--- src/setpoint_pkg.sv ---
// Package with register map, field widths and constants for setpoint selection
package setpoint_pkg;
	// ****************************************
	// Register offsets
	// ****************************************
	localparam logic [7:0] OFF_STORED_SETPOINT = 8'h00;
	localparam logic [7:0] OFF_SOURCE_SEL      = 8'h04;
	localparam logic [7:0] OFF_START_SEL       = 8'h08;
	localparam logic [7:0] OFF_UPDOWN_MEM      = 8'h0C;
	localparam logic [7:0] OFF_INPUT_FUNC      = 8'h10;
	localparam logic [7:0] OFF_FREQ_LIMITS     = 8'h14;
	localparam logic [7:0] OFF_STATUS          = 8'h18;
	localparam logic [7:0] OFF_ACTIVE_SETPOINT = 8'h1C;
	localparam logic [7:0] OFF_FLT_SETPOINT    = 8'h20;
	localparam logic [7:0] OFF_FLT_OUTFREQ     = 8'h24;
	localparam logic [7:0] OFF_FLT_CURRENT     = 8'h28;
	localparam logic [7:0] OFF_FLT_VOLTAGE     = 8'h2C;
	localparam logic [7:0] OFF_FLT_BUSVOLT     = 8'h30;

	// ****************************************
	// Widths and values
	// ****************************************
	localparam int FREQ_W = 17;
	localparam int MEAS_W = 16;
	localparam int ADC_W  = 12;
	localparam logic [FREQ_W-1:0] FREQ_CEILING  = 17'h1869C; // 999.96 Hz in 0.01 units
	localparam logic [FREQ_W-1:0] FREQ_STEP     = 17'h00001; // 0.01 Hz
	localparam logic [FREQ_W-1:0] MAX_FREQ_RST  = 17'h01388; // 50.00 Hz
	localparam logic [FREQ_W-1:0] MIN_FREQ_RST  = 17'h00000;
	localparam logic [2:0] SRC_STORED   = 3'h0;
	localparam logic [2:0] SRC_ANALOG   = 3'h1;
	localparam logic [2:0] SRC_RESERVED = 3'h2;
	localparam logic [2:0] SRC_PANEL    = 3'h3;
	localparam logic [2:0] SRC_UPDOWN   = 3'h4;
	localparam logic [2:0] SRC_SERIAL   = 3'h5;
	localparam logic [1:0] START_KEYPAD = 2'h0;
	localparam logic [1:0] START_TERM   = 2'h1;
	localparam logic [1:0] START_SERIAL = 2'h2;
	localparam logic [4:0] FUNC_UP      = 5'h0F;
	localparam logic [4:0] FUNC_DOWN    = 5'h10;
	localparam logic [ADC_W-1:0] ADC_FULL   = 12'hFFF;
	localparam logic [ADC_W-1:0] ADC_4MA    = 12'h333; // 4 mA on a 0..20 mA scale
	localparam int CLK_MHZ      = 250;
	localparam int UPDOWN_TICK_MS = 10;
	localparam int UPDOWN_TICK_CYC = UPDOWN_TICK_MS * 1000 * CLK_MHZ;

	typedef enum logic [1:0] {VIEW_SETPOINT, VIEW_OUTFREQ, VIEW_CURRENT, VIEW_STATUS} view_t;

	typedef struct packed {
		logic [FREQ_W-1:0] outfreq;
		logic [MEAS_W-1:0] current;
		logic [MEAS_W-1:0] voltage;
		logic [MEAS_W-1:0] busvolt;
	} measure_t;

	typedef struct packed {
		logic run;
		logic stop;
		logic up;
		logic down;
		logic display;
	} keys_t;
endpackage

--- src/drive_setpoint_select.sv ---
// Setpoint source, start source, fault snapshot and display stepping
//
// Design decisions made here: the address map and register access over AHB-Lite.
`timescale 1ns/1ps
// Operation
// Fault latches five values until next fault
// Stored setpoint 0.00 to max, 0.01 steps
// Selector 0 uses stored setpoint
// Running: bus write or keys change setpoint
// Keys while stopped are not retained
// Bus write while stopped is retained
// Selector 1 uses analog input, volt or 4-20
// Selector 2 reserved, current input terminal
// Selector 3 uses external panel knob
// Selector 4 follows up/down terminals
// Selector 5 uses serial setpoint
// Function 15 makes up, 16 down
// Setpoint source range 0-5, default 0
// Start source 0 keypad, 1 terminals, 2 serial
// Start source resets to keypad
// Power-on standby shows setpoint, indicator lit
// Run key starts, run and forward lit
// Display key cycles four views
// Stored source with option 0 keeps value
// Memory option 0 keeps, 1 discards
// Up/down steps per tick, clamped min/max
// Analog scaled linearly to max frequency
module drive_setpoint_select #(
	parameter int UPDOWN_TICK = setpoint_pkg::UPDOWN_TICK_CYC
) (
	// Clock and reset
	input  wire logic                              clk_i,
	input  wire logic                              rst_i,
	// AHB-Lite slave
	input  wire logic                              hsel_i,
	input  wire logic [31:0]                       haddr_i,
	input  wire logic [1:0]                        htrans_i,
	input  wire logic                              hwrite_i,
	input  wire logic [2:0]                        hsize_i,
	input  wire logic [31:0]                       hwdata_i,
	input  wire logic                              hready_i,
	output logic      [31:0]                       hrdata_o,
	output logic                                   hreadyout_o,
	output logic                                   hresp_o,
	// Keypad and terminals
	input  wire setpoint_pkg::keys_t               keys_i,
	input  wire logic                              multifunction_input_one_i,
	input  wire logic                              multifunction_input_two_i,
	input  wire logic                              term_run_i,
	// Setpoint sources and serial run
	input  wire logic [setpoint_pkg::ADC_W-1:0]    analog_setpoint_input_i,
	input  wire logic                              analog_is_current_i,
	input  wire logic [setpoint_pkg::ADC_W-1:0]    current_setpoint_input_i,
	input  wire logic [setpoint_pkg::ADC_W-1:0]    panel_knob_i,
	input  wire logic [setpoint_pkg::FREQ_W-1:0]   serial_setpoint_i,
	input  wire logic                              serial_run_i,
	// Drive state
	input  wire setpoint_pkg::measure_t            measure_i,
	input  wire logic                              fault_i,
	// Outputs
	output logic      [setpoint_pkg::FREQ_W-1:0]   freq_cmd_o,
	output logic                                   run_o,
	output logic                                   run_indicator_o,
	output logic                                   forward_indicator_o,
	output logic                                   setpoint_indicator_o,
	output setpoint_pkg::view_t                    view_o
);
	localparam int FW = setpoint_pkg::FREQ_W;

	// ****************************************
	// Registers
	// ****************************************
	logic [FW-1:0] stored_setpoint;
	logic [FW-1:0] working_setpoint;
	logic [FW-1:0] updown_setpoint;
	logic [2:0]    setpoint_source_sel;
	logic [1:0]    start_source_sel;
	logic          updown_memory_option;
	logic [4:0]    input_one_function;
	logic [4:0]    input_two_function;
	logic [FW-1:0] max_freq;
	logic [FW-1:0] min_freq;
	logic [FW-1:0] fault_setpoint_snapshot;
	setpoint_pkg::measure_t fault_snap;
	logic          running;
	logic          fault_d;
	logic          key_d;
	logic          run_key_d;
	logic [31:0]   tick_cnt;
	logic          tick;
	logic [FW-1:0] next_freq;

	// AHB data-phase capture
	logic          wr_pend;
	logic [7:0]    wr_addr;

	function automatic logic [FW-1:0] clamp(input logic [FW-1:0] v, input logic [FW-1:0] lo,
		input logic [FW-1:0] hi);
		if (v > hi)
		begin
			return hi;
		end
		else if (v < lo)
		begin
			return lo;
		end
		return v;
	endfunction

	// Linear scale of a code span onto zero..max frequency
	function automatic logic [FW-1:0] scale(input logic [11:0] code, input logic [11:0] base,
		input logic [FW-1:0] fmax);
		logic [11:0] span;
		logic [11:0] off;
		logic [FW+11:0] prod;
		span = setpoint_pkg::ADC_FULL - base;
		off = (code > base) ? code - base : 12'h000;
		prod = off * fmax;
		return FW'(prod / (FW+12)'(span));
	endfunction

	// Terminal roles come from their function codes
	function automatic logic term_has(input logic [4:0] code, input logic [4:0] fn);
		return code == fn;
	endfunction

	logic up_act;
	logic down_act;
	assign up_act = (term_has(input_one_function, setpoint_pkg::FUNC_UP)
		&& multifunction_input_one_i)
		|| (term_has(input_two_function, setpoint_pkg::FUNC_UP) && multifunction_input_two_i);
	assign down_act = (term_has(input_one_function, setpoint_pkg::FUNC_DOWN)
		&& multifunction_input_one_i)
		|| (term_has(input_two_function, setpoint_pkg::FUNC_DOWN) && multifunction_input_two_i);

	// ****************************************
	// Bus slave, zero wait states
	// ****************************************
	assign hreadyout_o = 1'b1;
	assign hresp_o = 1'b0;

	always_ff @(posedge clk_i)
	begin
		if (rst_i)
		begin
			wr_pend <= 1'b0;
			wr_addr <= 8'h00;
		end
		else if (hready_i)
		begin
			wr_pend <= hsel_i && htrans_i[1] && hwrite_i;
			wr_addr <= haddr_i[7:0];
		end
	end

	always_ff @(posedge clk_i)
	begin
		if (rst_i)
		begin
			hrdata_o <= 32'h00000000;
		end
		else if (hready_i && hsel_i && htrans_i[1] && !hwrite_i)
		begin
			if (haddr_i[7:0] == setpoint_pkg::OFF_STORED_SETPOINT)
				hrdata_o <= 32'(stored_setpoint);
			else if (haddr_i[7:0] == setpoint_pkg::OFF_SOURCE_SEL)
				hrdata_o <= 32'(setpoint_source_sel);
			else if (haddr_i[7:0] == setpoint_pkg::OFF_START_SEL)
				hrdata_o <= 32'(start_source_sel);
			else if (haddr_i[7:0] == setpoint_pkg::OFF_UPDOWN_MEM)
				hrdata_o <= 32'(updown_memory_option);
			else if (haddr_i[7:0] == setpoint_pkg::OFF_INPUT_FUNC)
				hrdata_o <= {19'h00000, input_two_function, 3'h0, input_one_function};
			else if (haddr_i[7:0] == setpoint_pkg::OFF_FREQ_LIMITS)
				hrdata_o <= 32'({min_freq[15:0], max_freq[15:0]});
			else if (haddr_i[7:0] == setpoint_pkg::OFF_STATUS)
				hrdata_o <= {28'h0000000, view_o, fault_i, running};
			else if (haddr_i[7:0] == setpoint_pkg::OFF_ACTIVE_SETPOINT)
				hrdata_o <= 32'(next_freq);
			else if (haddr_i[7:0] == setpoint_pkg::OFF_FLT_SETPOINT)
				hrdata_o <= 32'(fault_setpoint_snapshot);
			else if (haddr_i[7:0] == setpoint_pkg::OFF_FLT_OUTFREQ)
				hrdata_o <= 32'(fault_snap.outfreq);
			else if (haddr_i[7:0] == setpoint_pkg::OFF_FLT_CURRENT)
				hrdata_o <= 32'(fault_snap.current);
			else if (haddr_i[7:0] == setpoint_pkg::OFF_FLT_VOLTAGE)
				hrdata_o <= 32'(fault_snap.voltage);
			else if (haddr_i[7:0] == setpoint_pkg::OFF_FLT_BUSVOLT)
				hrdata_o <= 32'(fault_snap.busvolt);
			else
				hrdata_o <= 32'h00000000;
		end
	end

	logic wr_stored;
	assign wr_stored = wr_pend && wr_addr == setpoint_pkg::OFF_STORED_SETPOINT;

	// ****************************************
	// Configuration registers
	// ****************************************
	always_ff @(posedge clk_i)
	begin
		if (rst_i)
		begin
			setpoint_source_sel  <= setpoint_pkg::SRC_STORED;
			start_source_sel     <= setpoint_pkg::START_KEYPAD;
			updown_memory_option <= 1'b0;
			input_one_function   <= 5'h00;
			input_two_function   <= 5'h00;
			max_freq             <= setpoint_pkg::MAX_FREQ_RST;
			min_freq             <= setpoint_pkg::MIN_FREQ_RST;
		end
		else if (wr_pend)
		begin
			// Out-of-range codes are dropped so the selectors stay legal
			if (wr_addr == setpoint_pkg::OFF_SOURCE_SEL && hwdata_i[2:0] <= setpoint_pkg::SRC_SERIAL
				&& hwdata_i[31:3] == 29'h00000000)
				setpoint_source_sel <= hwdata_i[2:0];
			else if (wr_addr == setpoint_pkg::OFF_START_SEL && hwdata_i[1:0] <= setpoint_pkg::START_SERIAL
				&& hwdata_i[31:2] == 30'h00000000)
				start_source_sel <= hwdata_i[1:0];
			else if (wr_addr == setpoint_pkg::OFF_UPDOWN_MEM)
				updown_memory_option <= hwdata_i[0];
			else if (wr_addr == setpoint_pkg::OFF_INPUT_FUNC)
			begin
				input_one_function <= hwdata_i[4:0];
				input_two_function <= hwdata_i[12:8];
			end
			else if (wr_addr == setpoint_pkg::OFF_FREQ_LIMITS)
			begin
				max_freq <= clamp({1'b0, hwdata_i[15:0]}, 17'h00000, setpoint_pkg::FREQ_CEILING);
				min_freq <= {1'b0, hwdata_i[31:16]};
			end
		end
	end

	// ****************************************
	// Digital setpoint
	// ****************************************
	// Stored value only moves on bus writes; keys act on a working copy
	always_ff @(posedge clk_i)
	begin
		if (rst_i)
			stored_setpoint <= 17'h00000;
		else if (wr_stored)
			stored_setpoint <= clamp(hwdata_i[FW-1:0], 17'h00000, max_freq);
	end

	always_ff @(posedge clk_i)
	begin
		if (rst_i)
			working_setpoint <= 17'h00000;
		else if (wr_stored)
			working_setpoint <= clamp(hwdata_i[FW-1:0], 17'h00000, max_freq);
		else if (!running)
			working_setpoint <= stored_setpoint;
		else if (keys_i.up && !key_d && working_setpoint < max_freq)
			working_setpoint <= working_setpoint + setpoint_pkg::FREQ_STEP;
		else if (keys_i.down && !key_d && working_setpoint != 17'h00000)
			working_setpoint <= working_setpoint - setpoint_pkg::FREQ_STEP;
	end

	// ****************************************
	// Up/down terminals
	// ****************************************
	always_ff @(posedge clk_i)
	begin
		if (rst_i)
		begin
			tick_cnt <= 32'h00000000;
			tick <= 1'b0;
		end
		else
		begin
			tick <= tick_cnt == 32'(UPDOWN_TICK - 1);
			tick_cnt <= (tick_cnt == 32'(UPDOWN_TICK - 1)) ? 32'h00000000 : tick_cnt + 32'h00000001;
		end
	end

	always_ff @(posedge clk_i)
	begin
		if (rst_i)
			updown_setpoint <= 17'h00000;
		else if (!running && updown_memory_option)
			updown_setpoint <= 17'h00000;
		else if (tick && up_act && !down_act && updown_setpoint < max_freq)
			updown_setpoint <= clamp(updown_setpoint + setpoint_pkg::FREQ_STEP, min_freq,
				max_freq);
		else if (tick && down_act && !up_act && updown_setpoint > min_freq)
			updown_setpoint <= clamp(updown_setpoint - setpoint_pkg::FREQ_STEP, min_freq,
				max_freq);
	end

	// ****************************************
	// Source selection
	// ****************************************
	always_comb
	begin
		case (setpoint_source_sel)
			setpoint_pkg::SRC_STORED:
				next_freq = working_setpoint;
			setpoint_pkg::SRC_ANALOG:
				next_freq = scale(analog_setpoint_input_i,
					analog_is_current_i ? setpoint_pkg::ADC_4MA : 12'h000, max_freq);
			setpoint_pkg::SRC_RESERVED:
				next_freq = scale(current_setpoint_input_i, 12'h000, max_freq);
			setpoint_pkg::SRC_PANEL:
				next_freq = scale(panel_knob_i, 12'h000, max_freq);
			setpoint_pkg::SRC_UPDOWN:
				next_freq = updown_setpoint;
			default:
				next_freq = clamp(serial_setpoint_i, 17'h00000, max_freq);
		endcase
	end

	always_ff @(posedge clk_i)
	begin
		if (rst_i)
			freq_cmd_o <= 17'h00000;
		else
			freq_cmd_o <= running ? clamp(next_freq, min_freq, max_freq) : 17'h00000;
	end

	// ****************************************
	// Run control
	// ****************************************
	always_ff @(posedge clk_i)
	begin
		if (rst_i)
		begin
			running <= 1'b0;
			run_key_d <= 1'b0;
			key_d <= 1'b0;
		end
		else
		begin
			run_key_d <= keys_i.run;
			key_d <= keys_i.up || keys_i.down;
			if (fault_i)
				running <= 1'b0;
			else if (start_source_sel == setpoint_pkg::START_KEYPAD)
			begin
				if (keys_i.stop)
					running <= 1'b0;
				else if (keys_i.run && !run_key_d)
					running <= 1'b1;
			end
			else if (start_source_sel == setpoint_pkg::START_TERM)
				running <= term_run_i;
			else
				running <= serial_run_i;
		end
	end

	assign run_o = running;
	assign run_indicator_o = running;
	assign forward_indicator_o = running;
	assign setpoint_indicator_o = view_o == setpoint_pkg::VIEW_SETPOINT;

	// ****************************************
	// Display and fault snapshot
	// ****************************************
	logic disp_d;
	always_ff @(posedge clk_i)
	begin
		if (rst_i)
		begin
			view_o <= setpoint_pkg::VIEW_SETPOINT;
			disp_d <= 1'b0;
		end
		else
		begin
			disp_d <= keys_i.display;
			if (keys_i.display && !disp_d)
				view_o <= setpoint_pkg::view_t'(view_o + 2'h1);
		end
	end

	always_ff @(posedge clk_i)
	begin
		if (rst_i)
		begin
			fault_d <= 1'b0;
			fault_setpoint_snapshot <= 17'h00000;
			fault_snap <= '0;
		end
		else
		begin
			fault_d <= fault_i;
			if (fault_i && !fault_d)
			begin
				fault_setpoint_snapshot <= next_freq;
				fault_snap <= measure_i;
			end
		end
	end
endmodule

--- config.mk ---
export PLATFORM = sky130hd
export DESIGN_NAME = drive_setpoint_select
export DESIGN_NICKNAME = d
export VERILOG_FILES = /design/src/setpoint_pkg.sv /design/src/drive_setpoint_select.sv
export SDC_FILE = /design/constraint.sdc
export NUM_CORES = 2
export LEC_CHECK = 0
export ABC_CLOCK_PERIOD_IN_PS = 122400
export BUFFER_PORTS_ARGS = -buffer_cell sky130_fd_sc_hd__buf_2
export CAP_MARGIN = 15
export CELL_PAD_IN_SITES_DETAIL_PLACEMENT = 1
export CELL_PAD_IN_SITES_GLOBAL_PLACEMENT = 2
export CORE_MARGIN = 1
export CORE_UTILIZATION = 41
export CTS_CLUSTER_DIAMETER = 30
export DETAILED_ROUTE_END_ITERATION = 6
export PLACE_DENSITY = 0.94
export SYNTH_ARGS = -nofsm -noshare
export SYNTH_HDL_FRONTEND = slang
export SYNTH_SLANG_ARGS = --single-unit
--- constraint.sdc ---
create_clock -name clk_i -period 122.4 [get_ports clk_i]
set_input_delay 6.12 -clock clk_i [delete_from_list [all_inputs] [get_ports clk_i]]
set_output_delay 6.12 -clock clk_i [all_outputs]
set_load 0.1 [all_outputs]
==> summary.md <==
| Metric | Value |
|---|---|
| Status | `completed` |
| Ys async rst share | `0` |
| CTS tree | `done` |
| Cell area after synthesis | `~0.058 sq mm` |
| Wirelength per Cell | `22.8 um` |
| CORE AREA | `0.142 sq mm` |
| Distinct cells, synth | `160` |
| Fin nets | `about 9,000` |
| CP arrival | `66.82 ns` |
| Hold depth | `2` |
| DP HPWL | `176,000 um` |
| Clk buf depth | `3` |
| Max-slew violation count | `0` |
| XOR/XNOR Fraction of Synth Area | `0.0585` |
| Most common cell after layout, fill and taps aside | `nand2_1` |
| Post-Route Skew | `~0.050 ns` |
| Main flop type after synthesis | `dfxtp_1` |
| Die H | `380 um` |
| CP peak stage delay | `0.82 ns` |
| First-pass GRT wire length | `353,000 um` |
| Synth area leader | `fa_1` |
| Slowest CP cell | `o21a_1` |
| Hold Crit Class | `reg2reg` |
| FP Rows | `between 100 and 150` |
| DR pass1 iterations | `6` |
| Vias per inst | `between 6 and 7` |
| Final hold vios | `0` |
| IO Count | `260` |
| Flops & latches, synth | `approximately 280` |
| Post-Synth Adder-Cell Area | `0.257` |
| Global placer's final weighted congestion | `0.931` |
| Post-synth EDFFs | `0` |
| # H-tree levels | `2` |
| Antenna violations before repair | `13` |
| Total GRT Usage | `0.301` |
| Synth Warn # | `0` |
| Num CTS Buffers | `60` |
| DR iter-0 viols | `4,002` |
| Post-Syn Instances | `7,831` |
| Clk Tree Root Cell | `clkbuf_16` |
| Syn Area/Cell | `approximately 7.5 sq um` |
| Number of setup buffers added after CTS | `0` |
| Vias in the first global route | `between 60,000 and 70,000` |
| Largest family of logic cells by synthesized area | `simple AND/OR/NAND/NOR gates` |
| Most frequent cells in the layout | `nand2_1, inv_1, nor2_1` |
| Die X | `380 um` |
| Synth area leaders | `fa_1, ha_1, dfxtp_1, nand2_1, a21oi_1` |
| CP max FO | `70` |
| Share of the synthesized area in the top cell type | `0.145` |
| Clk sinks | `279` |
| Post-cts resize count | `0` |
| # port buffers | `~230` |
| Worst EP required | `122.85 ns` |
| Setup CP Type | `in2reg` |
| Filler instances | `17,700` |
| MaxCap Viol Count | `0` |
| Synth-to-layout area growth | `8.87%` |
| CP endpoint kind | `flip-flop` |
| Max transition margin | `0.199` |
| Remaining routing DRC violations | `0` |
| Slew @ Worst Pin | `1.20 ns` |
| Starting Density | `0.413` |
| CP Launch Type | `input port` |
| WL final | `224,000 um` |
| Fin crit period | `66.37 ns` |
| Most common cell on crit path | `ha_1` |
| RSZ-0062 raised after global routing | `no` |
| Clock Latency Late Sink | `0.64 ns` |
| Ratio of cells with drive above 1 in the final layout | `0.0915` |
| R2r endpoint | `freq_cmd_o[3]$_SDFF_PP0_` |
| Hold path start | `hrdata_o[28]$_SDFFE_PP0P_` |
| CTS clk-pin slew, worst paths | `0.05 ns` |
| Die Area | `0.144 sq mm` |
| Vias post-DR | `60,600` |
| Hold endpoint | `hrdata_o[28]$_SDFFE_PP0P_` |
| TNS Setup | `0 ns` |
| Final setup viols | `0` |
| R2R Setup Slk | `~63 ns` |
| DRT antenna net count | `0` |
| Synth Area in Simple Gates | `0.257` |
| Tcrit/Tclk final | `0.542` |
| Mux contribution to synthesized area | `0.0319` |
| Peak Freq | `15.1 MHz` |
| R2r startpoint | `max_freq[8]$_SDFFE_PP1P_` |
| Post-CTS Hold Buffers | `0` |
| Gr ovfl total | `0` |
| Synth Area in Compound Gates | `0.233` |
| Post-synthesis sequential area ratio | `0.0955` |
| Pin count of the biggest net entering global routing | `100` |
| R2R depth | `218` |
## cells in the mapped netlist, drive strengths merged (87+ instances only)
library cell and number:
ha 516, nor4 93, a21o 96, mux2i 147, nor3 250, xor2 116, nand2 1123, and3 95
a31oi 96, nand3 212, inv 645, a211oi 90, nand2b 103, buf 87, nand4 97, o211ai 117
o21ai 323, xnor2 270, a21oi 514, and2 140, fa 425, clkbuf 277, nor2 599, dfxtp 279
## layer usage
metal,vias up,share of wire,wire length (um),GRT usage
met4,18,0.051,11500,0.141
met2,1910,0.48,107000,0.519
li1,27900,-,-,-
met3,558,0.059,13200,0.0374
met1,30200,0.41,92100,0.371
met5,-,0.00053,119,0
## worst max-delay path by stage
stage                              startpoint  slack [ns]                         to  cells past startpoint
after global placement    analog_is_current_i       57.82   freq_cmd_o[2]$_SDFF_PP0_                    229
after floorplan           analog_is_current_i       67.08  freq_cmd_o[10]$_SDFF_PP0_                    251
after global routing      analog_is_current_i       52.37   freq_cmd_o[3]$_SDFF_PP0_                    229
after detailed placement  analog_is_current_i       56.62   freq_cmd_o[4]$_SDFF_PP0_                    229
after CTS                 analog_is_current_i       56.90   freq_cmd_o[4]$_SDFF_PP0_                    226
final                     analog_is_current_i       56.03   freq_cmd_o[3]$_SDFF_PP0_                    227
## cell type report
cell class / instances / area (sq um) / area share
diodes: 2 / 5.00 / 0.0000786
clock buffers: 74 / 1660 / 0.0261
clock inverters: 38 / 537 / 0.00843
inverters: 658 / 2470 / 0.0388
multi-input cells: 6531 / 49000 / 0.770
flip-flops and latches: 279 / 5610 / 0.0880
well taps: 1890 / 2360 / 0.0371
repair buffers: 344 / 2020 / 0.0317
## sequential cells by signal, indices dropped and copies added (netlist names), 2 cells and up
register / flops
fault_snap: 65
hrdata_o: 32
tick_cnt: 32
fault_setpoint_snapshot: 17
freq_cmd_o: 17
stored_setpoint: 17
updown_setpoint: 17
working_setpoint: 17
max_freq: 16
min_freq: 16
wr_addr: 8
input_one_function: 5
input_two_function: 5
setpoint_source_sel: 3
start_source_sel: 2
view_o: 2
## kinds of logic after synthesis
group	after synthesis
xor gates and xnor gates	387
buffers and inverters	1022
AOI/OAI and AO/OA	1929
DFF	279
and+or+nand+nor	3088
adders and majority gates	945
other	2
muxes	179
## worst max-delay path: cells and delay by family
family                     cells  cell delay, ns
AOI/OAI and AO/OA             91           24.93
xor gates and xnor gates      13            3.16
adders and majority gates     26            9.27
buffers and inverters         20            3.19
muxes                          3            0.71
and+or+nand+nor               74           19.26
## metrics by stage
| stage | hold WS (ns) | instance area [sq um] | worst slack, ns | utilization | instances |
|---|---|---|---|---|---|
| final | 0.453 | 63700 | 56.03 | 0.450 | 9816 |
| after detailed placement | 0.446 | 61500 | 56.62 | 0.434 | 9700 |
| after CTS | 0.454 | 63700 | 56.90 | 0.450 | 9812 |
| after global placement | 0.439 | 61500 | 57.82 | 0.434 | 9700 |
| after floorplan | 0.436 | 58500 | 67.08 | - | 7832 |
| after global routing | 0.464 | 63700 | 52.37 | 0.450 | 9815 |
Power is not shown: default switching activity piles up to over one toggle a cycle in this logic, so the estimate is an artifact.
